`config.mk`:
```
export PLATFORM = sky130hd
export DESIGN_NAME = sar_adc_sequencer
export DESIGN_NICKNAME = d
export VERILOG_FILES = /design/src/adc_seq_pkg.sv /design/src/tad_clock_gen.sv /design/src/sar_core.sv /design/src/sar_adc_sequencer.sv
export SDC_FILE = /design/constraint.sdc
export NUM_CORES = 1
export LEC_CHECK = 0
export BUFFER_PORTS_ARGS = -buffer_cell sky130_fd_sc_hd__clkbuf_2
export CORE_MARGIN = 5
export CORE_UTILIZATION = 60
export DETAILED_ROUTE_END_ITERATION = 10
export GPL_TIMING_DRIVEN = 0
export PLACE_DENSITY = 0.83
export SYNTH_ARGS = -nofsm -noshare
export SYNTH_HDL_FRONTEND = slang
export SYNTH_SLANG_ARGS = --single-unit
```
`constraint.sdc`:
```
create_clock -name clk_sys -period 8.7 [get_ports clk_sys]
set_input_delay 1.305 -clock clk_sys [delete_from_list [all_inputs] [get_ports clk_sys]]
set_output_delay 1.305 -clock clk_sys [all_outputs]
set_load 0.005 [all_outputs]
```
`src/adc_seq_pkg.sv`:
```
// shared constants and types for the converter sequencer
package adc_seq_pkg;

  localparam int unsigned CLK_HZ       = 10_000_000;
  localparam int unsigned RESULT_W     = 10;
  localparam int unsigned CHAN_W       = 5;
  localparam int unsigned CLKSEL_W     = 3;
  localparam int unsigned ADDR_W       = 4;
  localparam int unsigned DATA_W       = 8;
  localparam int unsigned DIV_W        = 7;
  localparam int unsigned HALF_TAD_CNT = 23; // 11.5 periods as half periods
  localparam int unsigned HALF_W       = 5;
  localparam int unsigned BIT_W        = 4;

  // register offsets
  localparam logic [3:0] OFS_CTRL0   = 4'h0;
  localparam logic [3:0] OFS_CTRL1   = 4'h1;
  localparam logic [3:0] OFS_RES_HI  = 4'h2;
  localparam logic [3:0] OFS_RES_LO  = 4'h3;
  localparam logic [3:0] OFS_FLAG    = 4'h4;
  localparam logic [3:0] OFS_ENABLE  = 4'h5;

  // control zero fields
  localparam int unsigned CTRL0_ON_BIT  = 0;
  localparam int unsigned CTRL0_GO_BIT  = 1;
  localparam int unsigned CTRL0_CHS_LSB = 2;
  // control one fields
  localparam int unsigned CTRL1_PREF_BIT = 0;
  localparam int unsigned CTRL1_CS_LSB   = 4;
  localparam int unsigned CTRL1_FM_BIT   = 7;
  // flag / enable registers
  localparam int unsigned FLAG_DONE_BIT  = 6;

  localparam logic [7:0] RESET_BYTE = 8'h00;
  localparam logic [9:0] RESULT_ZERO = 10'h000;
  localparam logic [4:0] CHAN_LAST  = 5'h1f;

  // clock select encodings
  localparam logic [2:0] CS_DIV2  = 3'h0;
  localparam logic [2:0] CS_DIV4  = 3'h4;
  localparam logic [2:0] CS_DIV8  = 3'h1;
  localparam logic [2:0] CS_DIV16 = 3'h5;
  localparam logic [2:0] CS_DIV32 = 3'h2;
  localparam logic [2:0] CS_DIV64 = 3'h6;
  localparam logic [1:0] CS_RC_LOW = 2'h3;

  typedef enum logic [1:0] {
    ST_IDLE  = 2'b00,
    ST_DELAY = 2'b01,
    ST_CONV  = 2'b10
  } conv_state_t;

endpackage : adc_seq_pkg

```
`src/tad_clock_gen.sv`:
```
// half-period tick generator for the bit conversion period
`timescale 1ns/1ps
`default_nettype none
module tad_clock_gen
  import adc_seq_pkg::*;
(
  input  wire logic                clk_sys,
  input  wire logic                rst_n,
  input  wire logic                run,
  input  wire logic [CLKSEL_W-1:0] clk_sel,
  input  wire logic                rc_tick,
  output logic                     half_tick
);

  function automatic logic [DIV_W-1:0] half_div(input logic [CLKSEL_W-1:0] s);
    case (s)
      CS_DIV2:  half_div = 7'h01;
      CS_DIV4:  half_div = 7'h02;
      CS_DIV8:  half_div = 7'h04;
      CS_DIV16: half_div = 7'h08;
      CS_DIV32: half_div = 7'h10;
      CS_DIV64: half_div = 7'h20;
      default:  half_div = 7'h01;
    endcase
  endfunction : half_div

  logic [DIV_W-1:0] cnt_q;
  logic [DIV_W-1:0] cnt_d;
  wire              use_rc = (clk_sel[1:0] == CS_RC_LOW);
  wire              wrap   = (cnt_q + 7'h01 >= half_div(clk_sel));

  assign cnt_d     = (!run || wrap) ? 7'h00 : cnt_q + 7'h01;
  assign half_tick = run && (use_rc ? rc_tick : wrap);

  always_ff @(posedge clk_sys) begin
    if (!rst_n) cnt_q <= 7'h00;
    else        cnt_q <= use_rc ? 7'h00 : cnt_d;
  end

endmodule : tad_clock_gen
`default_nettype wire

```
`src/sar_core.sv`:
```
// successive approximation register with partial-result fill
`timescale 1ns/1ps
`default_nettype none
module sar_core
  import adc_seq_pkg::*;
(
  input  wire logic                clk_sys,
  input  wire logic                rst_n,
  input  wire logic                start,
  input  wire logic                step,
  input  wire logic                comp_hi,
  output logic [RESULT_W-1:0]      trial,
  output logic [RESULT_W-1:0]      partial
);

  logic [RESULT_W-1:0] sar_q;
  logic [RESULT_W-1:0] mask_q;
  logic                last_q;
  logic [RESULT_W-1:0] decided;

  assign trial = sar_q | mask_q;

  // unconverted bits copy the last decided bit
  always_comb begin
    decided = sar_q;
    for (int i = 0; i < RESULT_W; i++) begin
      if (((mask_q >> i) != '0) || mask_q == '0 && 1'b0) decided[i] = last_q;
    end
    for (int i = 0; i < RESULT_W; i++) begin
      if ((mask_q >> i) == '0) decided[i] = sar_q[i];
    end
  end
  assign partial = decided;

  always_ff @(posedge clk_sys) begin
    if (!rst_n || start) begin
      sar_q  <= RESULT_ZERO;
      mask_q <= {1'b1, {(RESULT_W-1){1'b0}}};
      last_q <= 1'b0;
    end else if (step && mask_q != '0) begin
      sar_q  <= comp_hi ? (sar_q | mask_q) : sar_q;
      last_q <= comp_hi;
      mask_q <= mask_q >> 1;
    end
  end

endmodule : sar_core
`default_nettype wire

```
`src/sar_adc_sequencer.sv`:
```
// converter control: registers, start/stop sequencing, result formatting
`timescale 1ns/1ps
`default_nettype none
module sar_adc_sequencer
  import adc_seq_pkg::*;
(
  input  wire logic                     clk_sys,
  input  wire logic                     rst_n,
  input  wire logic [ADDR_W-1:0]        reg_addr,
  input  wire logic [DATA_W-1:0]        reg_wdata,
  input  wire logic                     reg_wr,
  input  wire logic                     reg_rd,
  output logic [DATA_W-1:0]             reg_rdata,
  input  wire logic                     sleep_active,
  input  wire logic                     instr_tick,
  input  wire logic                     rc_tick,
  input  wire logic                     special_event,
  input  wire logic                     comp_hi,
  output logic [CHAN_W-1:0]             channel_select_field,
  output logic                          positive_reference_select,
  output logic                          analog_power,
  output logic                          sample_hold,
  output logic [RESULT_W-1:0]           dac_trial,
  output logic                          timer_clear,
  output logic                          conversion_irq,
  output logic                          wake_request
);

  ////////////////////////////////////////////////////////////////////////////
  // registers
  logic [CHAN_W-1:0]   chs_q;
  logic                on_q;
  logic                go_q;
  logic                pref_q;
  logic [CLKSEL_W-1:0] cs_q;
  logic                fm_q;
  logic                flag_q;
  logic                ien_q;
  logic [RESULT_W-1:0] result_q;
  logic [DATA_W-1:0]   rdata_q;
  logic                pd_q;
  logic                tclr_q;

  conv_state_t         state_q;
  conv_state_t         state_d;
  logic [HALF_W-1:0]   half_q;

  ////////////////////////////////////////////////////////////////////////////
  // decode
  wire wr_ctrl0 = reg_wr && (reg_addr == OFS_CTRL0);
  wire wr_ctrl1 = reg_wr && (reg_addr == OFS_CTRL1);
  wire wr_flag  = reg_wr && (reg_addr == OFS_FLAG);
  wire wr_en    = reg_wr && (reg_addr == OFS_ENABLE);

  wire rc_sel     = (cs_q[1:0] == CS_RC_LOW);
  wire sw_go      = wr_ctrl0 && reg_wdata[CTRL0_GO_BIT];
  wire sw_stop    = wr_ctrl0 && !reg_wdata[CTRL0_GO_BIT];
  wire start_req  = on_q && !go_q && (sw_go || special_event);
  wire busy       = (state_q != ST_IDLE);
  wire sleep_kill = busy && sleep_active && !rc_sel;
  wire abort      = busy && (sw_stop || !on_q || sleep_kill);
  wire in_conv    = (state_q == ST_CONV);

  logic half_tick;
  logic [RESULT_W-1:0] partial;

  wire finish    = in_conv && half_tick && (half_q == HALF_W'(HALF_TAD_CNT - 1));
  wire bit_step  = in_conv && half_tick && half_q[0] && (half_q > 5'h01);
  wire load_res  = finish || abort;

  ////////////////////////////////////////////////////////////////////////////
  // helpers
  tad_clock_gen u_tad (
    .clk_sys   (clk_sys),
    .rst_n     (rst_n),
    .run       (in_conv),
    .clk_sel   (cs_q),
    .rc_tick   (rc_tick),
    .half_tick (half_tick)
  );

  sar_core u_sar (
    .clk_sys (clk_sys),
    .rst_n   (rst_n),
    .start   (start_req),
    .step    (bit_step),
    .comp_hi (comp_hi),
    .trial   (dac_trial),
    .partial (partial)
  );

  ////////////////////////////////////////////////////////////////////////////
  // sequencing
  always_comb begin
    state_d = state_q;
    case (state_q)
      ST_IDLE:  if (start_req) state_d = rc_sel ? ST_DELAY : ST_CONV;
      ST_DELAY: if (instr_tick) state_d = ST_CONV;
      ST_CONV:  if (finish) state_d = ST_IDLE;
      default:  state_d = ST_IDLE;
    endcase
    if (abort) state_d = ST_IDLE;
  end

  always_ff @(posedge clk_sys) begin
    if (!rst_n) begin
      state_q <= ST_IDLE;
      half_q  <= '0;
    end else begin
      state_q <= state_d;
      half_q  <= (!in_conv) ? '0 : (half_tick ? half_q + 5'h01 : half_q);
    end
  end

  ////////////////////////////////////////////////////////////////////////////
  // control registers
  always_ff @(posedge clk_sys) begin
    if (!rst_n) begin
      chs_q  <= '0;
      on_q   <= 1'b0;
      pref_q <= 1'b0;
      cs_q   <= '0;
      fm_q   <= 1'b0;
      ien_q  <= 1'b0;
    end else begin
      if (wr_ctrl0) begin
        chs_q <= reg_wdata[CTRL0_CHS_LSB +: CHAN_W];
        on_q  <= reg_wdata[CTRL0_ON_BIT];
      end
      if (wr_ctrl1) begin
        pref_q <= reg_wdata[CTRL1_PREF_BIT];
        cs_q   <= reg_wdata[CTRL1_CS_LSB +: CLKSEL_W];
        fm_q   <= reg_wdata[CTRL1_FM_BIT];
      end
      if (wr_en) ien_q <= reg_wdata[FLAG_DONE_BIT];
    end
  end

  // go bit: set on start, cleared by completion or abort
  always_ff @(posedge clk_sys) begin
    if (!rst_n)          go_q <= 1'b0;
    else if (start_req)  go_q <= 1'b1;
    else if (load_res)   go_q <= 1'b0;
  end

  // flag: hardware set beats software clear
  always_ff @(posedge clk_sys) begin
    if (!rst_n)       flag_q <= 1'b0;
    else if (finish)  flag_q <= 1'b1;
    else if (wr_flag) flag_q <= reg_wdata[FLAG_DONE_BIT];
  end

  always_ff @(posedge clk_sys) begin
    if (!rst_n)         result_q <= RESULT_ZERO;
    else if (finish)    result_q <= dac_trial & partial | partial;
    else if (abort)     result_q <= partial;
  end

  // power-down while on bit remains set
  always_ff @(posedge clk_sys) begin
    if (!rst_n)                               pd_q <= 1'b0;
    else if (start_req || !sleep_active)      pd_q <= 1'b0;
    else if (sleep_kill)                      pd_q <= 1'b1;
    else if (finish && !ien_q)                pd_q <= 1'b1;
  end

  always_ff @(posedge clk_sys) begin
    if (!rst_n) tclr_q <= 1'b0;
    else        tclr_q <= special_event && on_q && !go_q;
  end

  ////////////////////////////////////////////////////////////////////////////
  // read path
  function automatic logic [2*DATA_W-1:0] justify(input logic [RESULT_W-1:0] r,
                                                  input logic fm);
    justify = fm ? {6'h00, r} : {r, 6'h00};
  endfunction : justify

  wire [2*DATA_W-1:0] res_pair = justify(result_q, fm_q);
  logic [DATA_W-1:0]  rd_mux;

  always_comb begin
    rd_mux = RESET_BYTE;
    case (reg_addr)
      OFS_CTRL0:  rd_mux = {1'b0, chs_q, go_q, on_q};
      OFS_CTRL1:  rd_mux = {fm_q, cs_q, 3'h0, pref_q};
      OFS_RES_HI: rd_mux = res_pair[2*DATA_W-1:DATA_W];
      OFS_RES_LO: rd_mux = res_pair[DATA_W-1:0];
      OFS_FLAG:   rd_mux = {1'b0, flag_q, 6'h00};
      OFS_ENABLE: rd_mux = {1'b0, ien_q, 6'h00};
      default:    rd_mux = RESET_BYTE;
    endcase
  end

  always_ff @(posedge clk_sys) begin
    if (!rst_n)      rdata_q <= RESET_BYTE;
    else if (reg_rd) rdata_q <= rd_mux;
    else             rdata_q <= RESET_BYTE;
  end

  ////////////////////////////////////////////////////////////////////////////
  // outputs
  assign reg_rdata                 = rdata_q;
  assign channel_select_field      = chs_q;
  assign positive_reference_select = pref_q;
  assign analog_power              = on_q && !pd_q;
  assign sample_hold               = busy;
  assign timer_clear               = tclr_q;
  assign conversion_irq            = flag_q && ien_q;
  assign wake_request              = conversion_irq && sleep_active;

  ////////////////////////////////////////////////////////////////////////////
  // checks
  flag_set_a: assert property (@(posedge clk_sys) disable iff (!rst_n)
    finish |=> flag_q)
    else $error("done flag not set after completion");

  go_clear_a: assert property (@(posedge clk_sys) disable iff (!rst_n)
    (finish && !start_req) |=> !go_q)
    else $error("go not cleared at completion");

  go_start_a: assert property (@(posedge clk_sys) disable iff (!rst_n)
    start_req |=> go_q && busy)
    else $error("go not set at start");

  irq_out_a: assert property (@(posedge clk_sys) disable iff (!rst_n)
    conversion_irq == (flag_q && ien_q))
    else $error("interrupt request mismatch");

  rc_delay_a: assert property (@(posedge clk_sys) disable iff (!rst_n)
    (start_req && rc_sel && !abort) |=> state_q == ST_DELAY)
    else $error("rc start did not wait");

  sleep_abort_a: assert property (@(posedge clk_sys) disable iff (!rst_n)
    sleep_kill |=> !busy && !analog_power && on_q)
    else $error("sleep did not abort");

  off_idle_a: assert property (@(posedge clk_sys) disable iff (!rst_n)
    !on_q && !start_req |=> !busy)
    else $error("conversion ran while off");

  flag_hold_a: assert property (@(posedge clk_sys) disable iff (!rst_n)
    flag_q && !wr_flag |=> flag_q)
    else $error("flag cleared by hardware");

  just_zero_a: assert property (@(posedge clk_sys) disable iff (!rst_n)
    fm_q |-> res_pair[2*DATA_W-1:RESULT_W] == '0)
    else $error("unused result bits not zero");

  abort_res_a: assert property (@(posedge clk_sys) disable iff (!rst_n)
    abort |=> result_q == $past(partial))
    else $error("partial result not stored");

  timer_pulse_a: assert property (@(posedge clk_sys) disable iff (!rst_n)
    timer_clear |=> !timer_clear)
    else $error("timer clear longer than one cycle");

  event_start_a: assert property (@(posedge clk_sys) disable iff (!rst_n)
    (special_event && on_q && !go_q) |=> go_q && timer_clear)
    else $error("special event did not start");

  result_load_a: assert property (@(posedge clk_sys) disable iff (!rst_n)
    finish |=> result_q == $past(partial))
    else $error("result not loaded at completion");

  wake_done_a: assert property (@(posedge clk_sys) disable iff (!rst_n)
    (finish && ien_q && !wr_en && sleep_active) |=> wake_request || !sleep_active)
    else $error("completion did not wake");

  sleep_done_a: assert property (@(posedge clk_sys) disable iff (!rst_n)
    (finish && !ien_q && sleep_active) |=> !analog_power && on_q)
    else $error("converter not powered down");

  off_power_a: assert property (@(posedge clk_sys) disable iff (!rst_n)
    !on_q |-> !analog_power)
    else $error("power on while converter off");

  reset_idle_a: assert property (@(posedge clk_sys)
    !rst_n |=> !busy && !go_q && !on_q)
    else $error("reset did not stop converter");

  chan_write_a: assert property (@(posedge clk_sys) disable iff (!rst_n)
    wr_ctrl0 |=> channel_select_field == $past(reg_wdata[CTRL0_CHS_LSB +: CHAN_W]))
    else $error("channel select not taken");

  finish_c: cover property (@(posedge clk_sys) disable iff (!rst_n) finish);
  abort_c:  cover property (@(posedge clk_sys) disable iff (!rst_n) abort && sw_stop);
  event_c:  cover property (@(posedge clk_sys) disable iff (!rst_n)
    special_event && start_req);
  sleep_c:  cover property (@(posedge clk_sys) disable iff (!rst_n) sleep_kill);

endmodule : sar_adc_sequencer
`default_nettype wire

```
==> impl_metrics.ini <==
[cells_and_area]
register_area_um2 = 1380
layout.nets = 497
multi_input_area_um2 = 2030
nFillCells = 489
drive_gt1_frac = 0.219
syn_to_final_growth_pct = 13.5
num_antenna_cells = 0

[sta]
worst_pin_slew_ns = 0.649
grt_setup_unrepaired = false
setup_ws_ns = 5.65
slew_viol_final = 0
period_minus_slack_ns = 3.05
whs_ns = 0.471
slew_headroom = 0.561
fin_crit_sh = 0.351
setup-tns-final_ns = 0
hold_violations = 0
max_freq_mhz = 328
clock_skew_ns = 0.00822
setup_violations = 0

[power]
peakVddDrop_uv = 96.8
pwr-share-clk = 0.387
power_frac_seq = 0.563
total_power_w = 0.000566
p_comb_frac = 0.049
power_density_nw_per_um2 = 139
switching_share = 0.231
power_switching_w = 0.000131
intPower_w = 0.000435
power_leakage_nw = 1.64

[setup_path]
crit_fanout = 10
worstSetupPathType = in -> reg
cp_cell_sequence = clkbuf_1 -> clkinv_1 -> nor2_1 -> clkbuf_1 -> nand2_1 -> mux2i_1
path_common_cell = clkbuf_1
reg2reg_setup_slack_ns = 5.65
ff2ff_path_depth = 12
cp_slowest_cell = nor2_1
critPathCaptureType = flip-flop
r2r_start = cs_q[0]
startpoint_type = input pin
critPathRequiredTime_ns = 8.96
arrival_ns = 3.31
r2r-end = result_q[1]
critPathLaunch = rst_n
max_stage_delay_ns = 0.50

[yosys]
synth_top_family_by_area = simple AND/OR/NAND/NOR gates
synth-seq-area-share = 0.386
synth_compound_area_frac = 0.159
ys_top_cells_by_area = dfxtp_1, mux2i_1, nand2_1
synth_fa_ha_area_frac = 0.0489
synth_fp_nets = 440
synth_top_area_frac = 0.386
ys.flop_type = dfxtp_1
synth_edf_count = 0
ys_ff_latch = 69
synthSimpleGateAreaFrac = 0.266
synth_mux_area_frac = 0.0832
avgSynthCellArea_um2 = 8.84
synth_common_cells = dfxtp_1, nand2_1, nand3_1
yosysMostFrequentCell = dfxtp_1
synth_area_um2 = 3580
yosysWarnings = 0
synth_cell_types = 61
synth_xor_area_frac = 0.00979
synthCells = 405
yosysTopAreaCell = dfxtp_1
async_flop_share = 0

[global_routing]
grt_pass1_wl_um = 14500
grt_pass1_vias = 3184
grt_overflow_total = 0
grt_usage = 0.239
antenna_found_initial = 0
grt_max_degree = 11

[clocking]
cts_setup_buffers = 0
clk_pin_slew_ns = 0.07
cts_tree = yes
cts-resized-gates = 0
clk_latency_ns = 0.34
clock_path_buffers = 2
cts_buffers = 9
cts_sinks = 69
root_buffer = clkbuf_8
cts_htree_levels = 3
postCtsHoldBufs = 0

[run_status]
status = completed

[place]
gp_congestion = 0.917
pre_cts_ws_ns = 5.36
hpwl_um = 6410
port_buffers = 46

[routing]
first_pass_iters = 6
drc = 0
wire_per_inst_um = 16.0
vias = 3184
drt-initial-drc-count = 160
postRouteAntennaNets = 0
vias_per_cell = 5.89
wirelength_um = 8650

[hold_path]
min_from = channel_select_field[1]
hold_end = reg_rdata[3]
hold_depth = 2
hold_class = reg -> reg

[floorplanning]
row_count = 28
die_y_um = 87.2
die_w_um = 87.2
fp.coreArea_um2 = 5850
ios = 50
start_util = 0.612
dieArea_um2 = 7610

[job]
drv_cap = 0
power groups by stage:
stage | logic, W | clock network (W) | registers [W]
4_1_cts | 0.0000274 | 0.000222 | 0.000319
5_1_grt | 0.0000301 | 0.000235 | 0.000319
3_5_place_dp | 0.0000271 | 0 | 0.000326
2_1_floorplan | 0.0000156 | 0 | 0.000326
6_report | 0.0000278 | 0.000219 | 0.000319
3_3_place_gp | 0.0000266 | 0 | 0.000326
per-layer routing:
metal,wire length [um],vias up,GRT usage
met4,139,0,0.109
li1,-,1580,-
met3,511,14,0.0397
met1,3930,1484,0.300
met2,4070,106,0.399
met5,0,-,0
worst max-delay path: cells and delay by family:
family	cells	cell delay [ns]
AND/OR/NAND/NOR	2	0.64
multiplexers	1	0.17
buffers and inverters	3	1.18
cell type report:
type | count | area share
Buffer | 22 | 0.0305
Clock buffer | 13 | 0.0366
Clock inverter | 2 | 0.00246
Inverter | 11 | 0.0102
Multi-Input combinational cell | 303 | 0.500
Sequential cell | 69 | 0.340
Tap cell | 75 | 0.0231
Timing Repair Buffer | 46 | 0.0567
cell families (layout without fill, tap and decap cells):
logic type	Yosys count	in the layout
AO/OA/AOI/OAI	76	76
XOR/XNOR	4	4
adder cells (fa/ha/maj)	14	14
buffers and inverters	33	94
flip-flops	69	69
multiplexers	29	29
other	1	1
AND/OR/NAND/NOR	179	179
flip-flops by register name, summed over array words and instances (netlist names):
| register | cells |
|---|---|
| result_q | 10 |
| u_sar.mask_q | 10 |
| u_sar.sar_q | 10 |
| reg_rdata | 8 |
| u_tad.cnt_q | 7 |
| channel_select_field | 5 |
| half_q | 5 |
| cs_q | 3 |
| state_q | 2 |
| flag_q | 1 |
| fm_q | 1 |
| go_q | 1 |
| ien_q | 1 |
| on_q | 1 |
| pd_q | 1 |
| positive_reference_select | 1 |
| timer_clear | 1 |
| u_sar.last_q | 1 |
per-stage QoR:
step                instances   util  instance area [um2]
floorplan                 405      -                 3580
global placement          526  0.667                 3900
detailed placement        526  0.667                 3900
CTS                       541  0.694                 4060
global route              541  0.694                 4060
finish                    541  0.694                 4060
worst max-delay path by stage:
| stage | endpoint | slack, ns | cells after the start |
|---|---|---|---|
| 3_3_place_gp | u_sar.sar_q[7] | 5.42 | 6 |
| 6_report | u_sar.mask_q[4] | 5.65 | 6 |
| 5_1_grt | result_q[1] | 5.34 | 12 |
| 2_1_floorplan | result_q[0] | 5.84 | 7 |
| 4_1_cts | result_q[1] | 5.67 | 11 |
| 3_5_place_dp | u_sar.mask_q[4] | 5.36 | 6 |
cell usage in the layout (no fill, tap or decap), drive strengths merged, types with 3 or more instances in the layout:
| cell type | count |
|---|---|
| clkbuf | 73 |
| dfxtp | 69 |
| nand2 | 62 |
| nand3 | 28 |
| mux2i | 23 |
| a21oi | 21 |
| nor2 | 18 |
| o21ai | 18 |
| ha | 14 |
| nor4 | 12 |
| a211oi | 11 |
| inv | 10 |
| or2 | 10 |
| nor2b | 10 |
| nor3 | 9 |
| buf | 8 |
| mux2 | 6 |
| and3 | 5 |
| or3 | 5 |
| a222oi | 4 |
| xnor2 | 3 |
| and2 | 3 |
| nor4b | 3 |
| nand2b | 3 |
| nand4b | 3 |
| a22oi | 3 |
| a311oi | 3 |
| clkinv | 3 |
(Power assumes the default switching activity.)
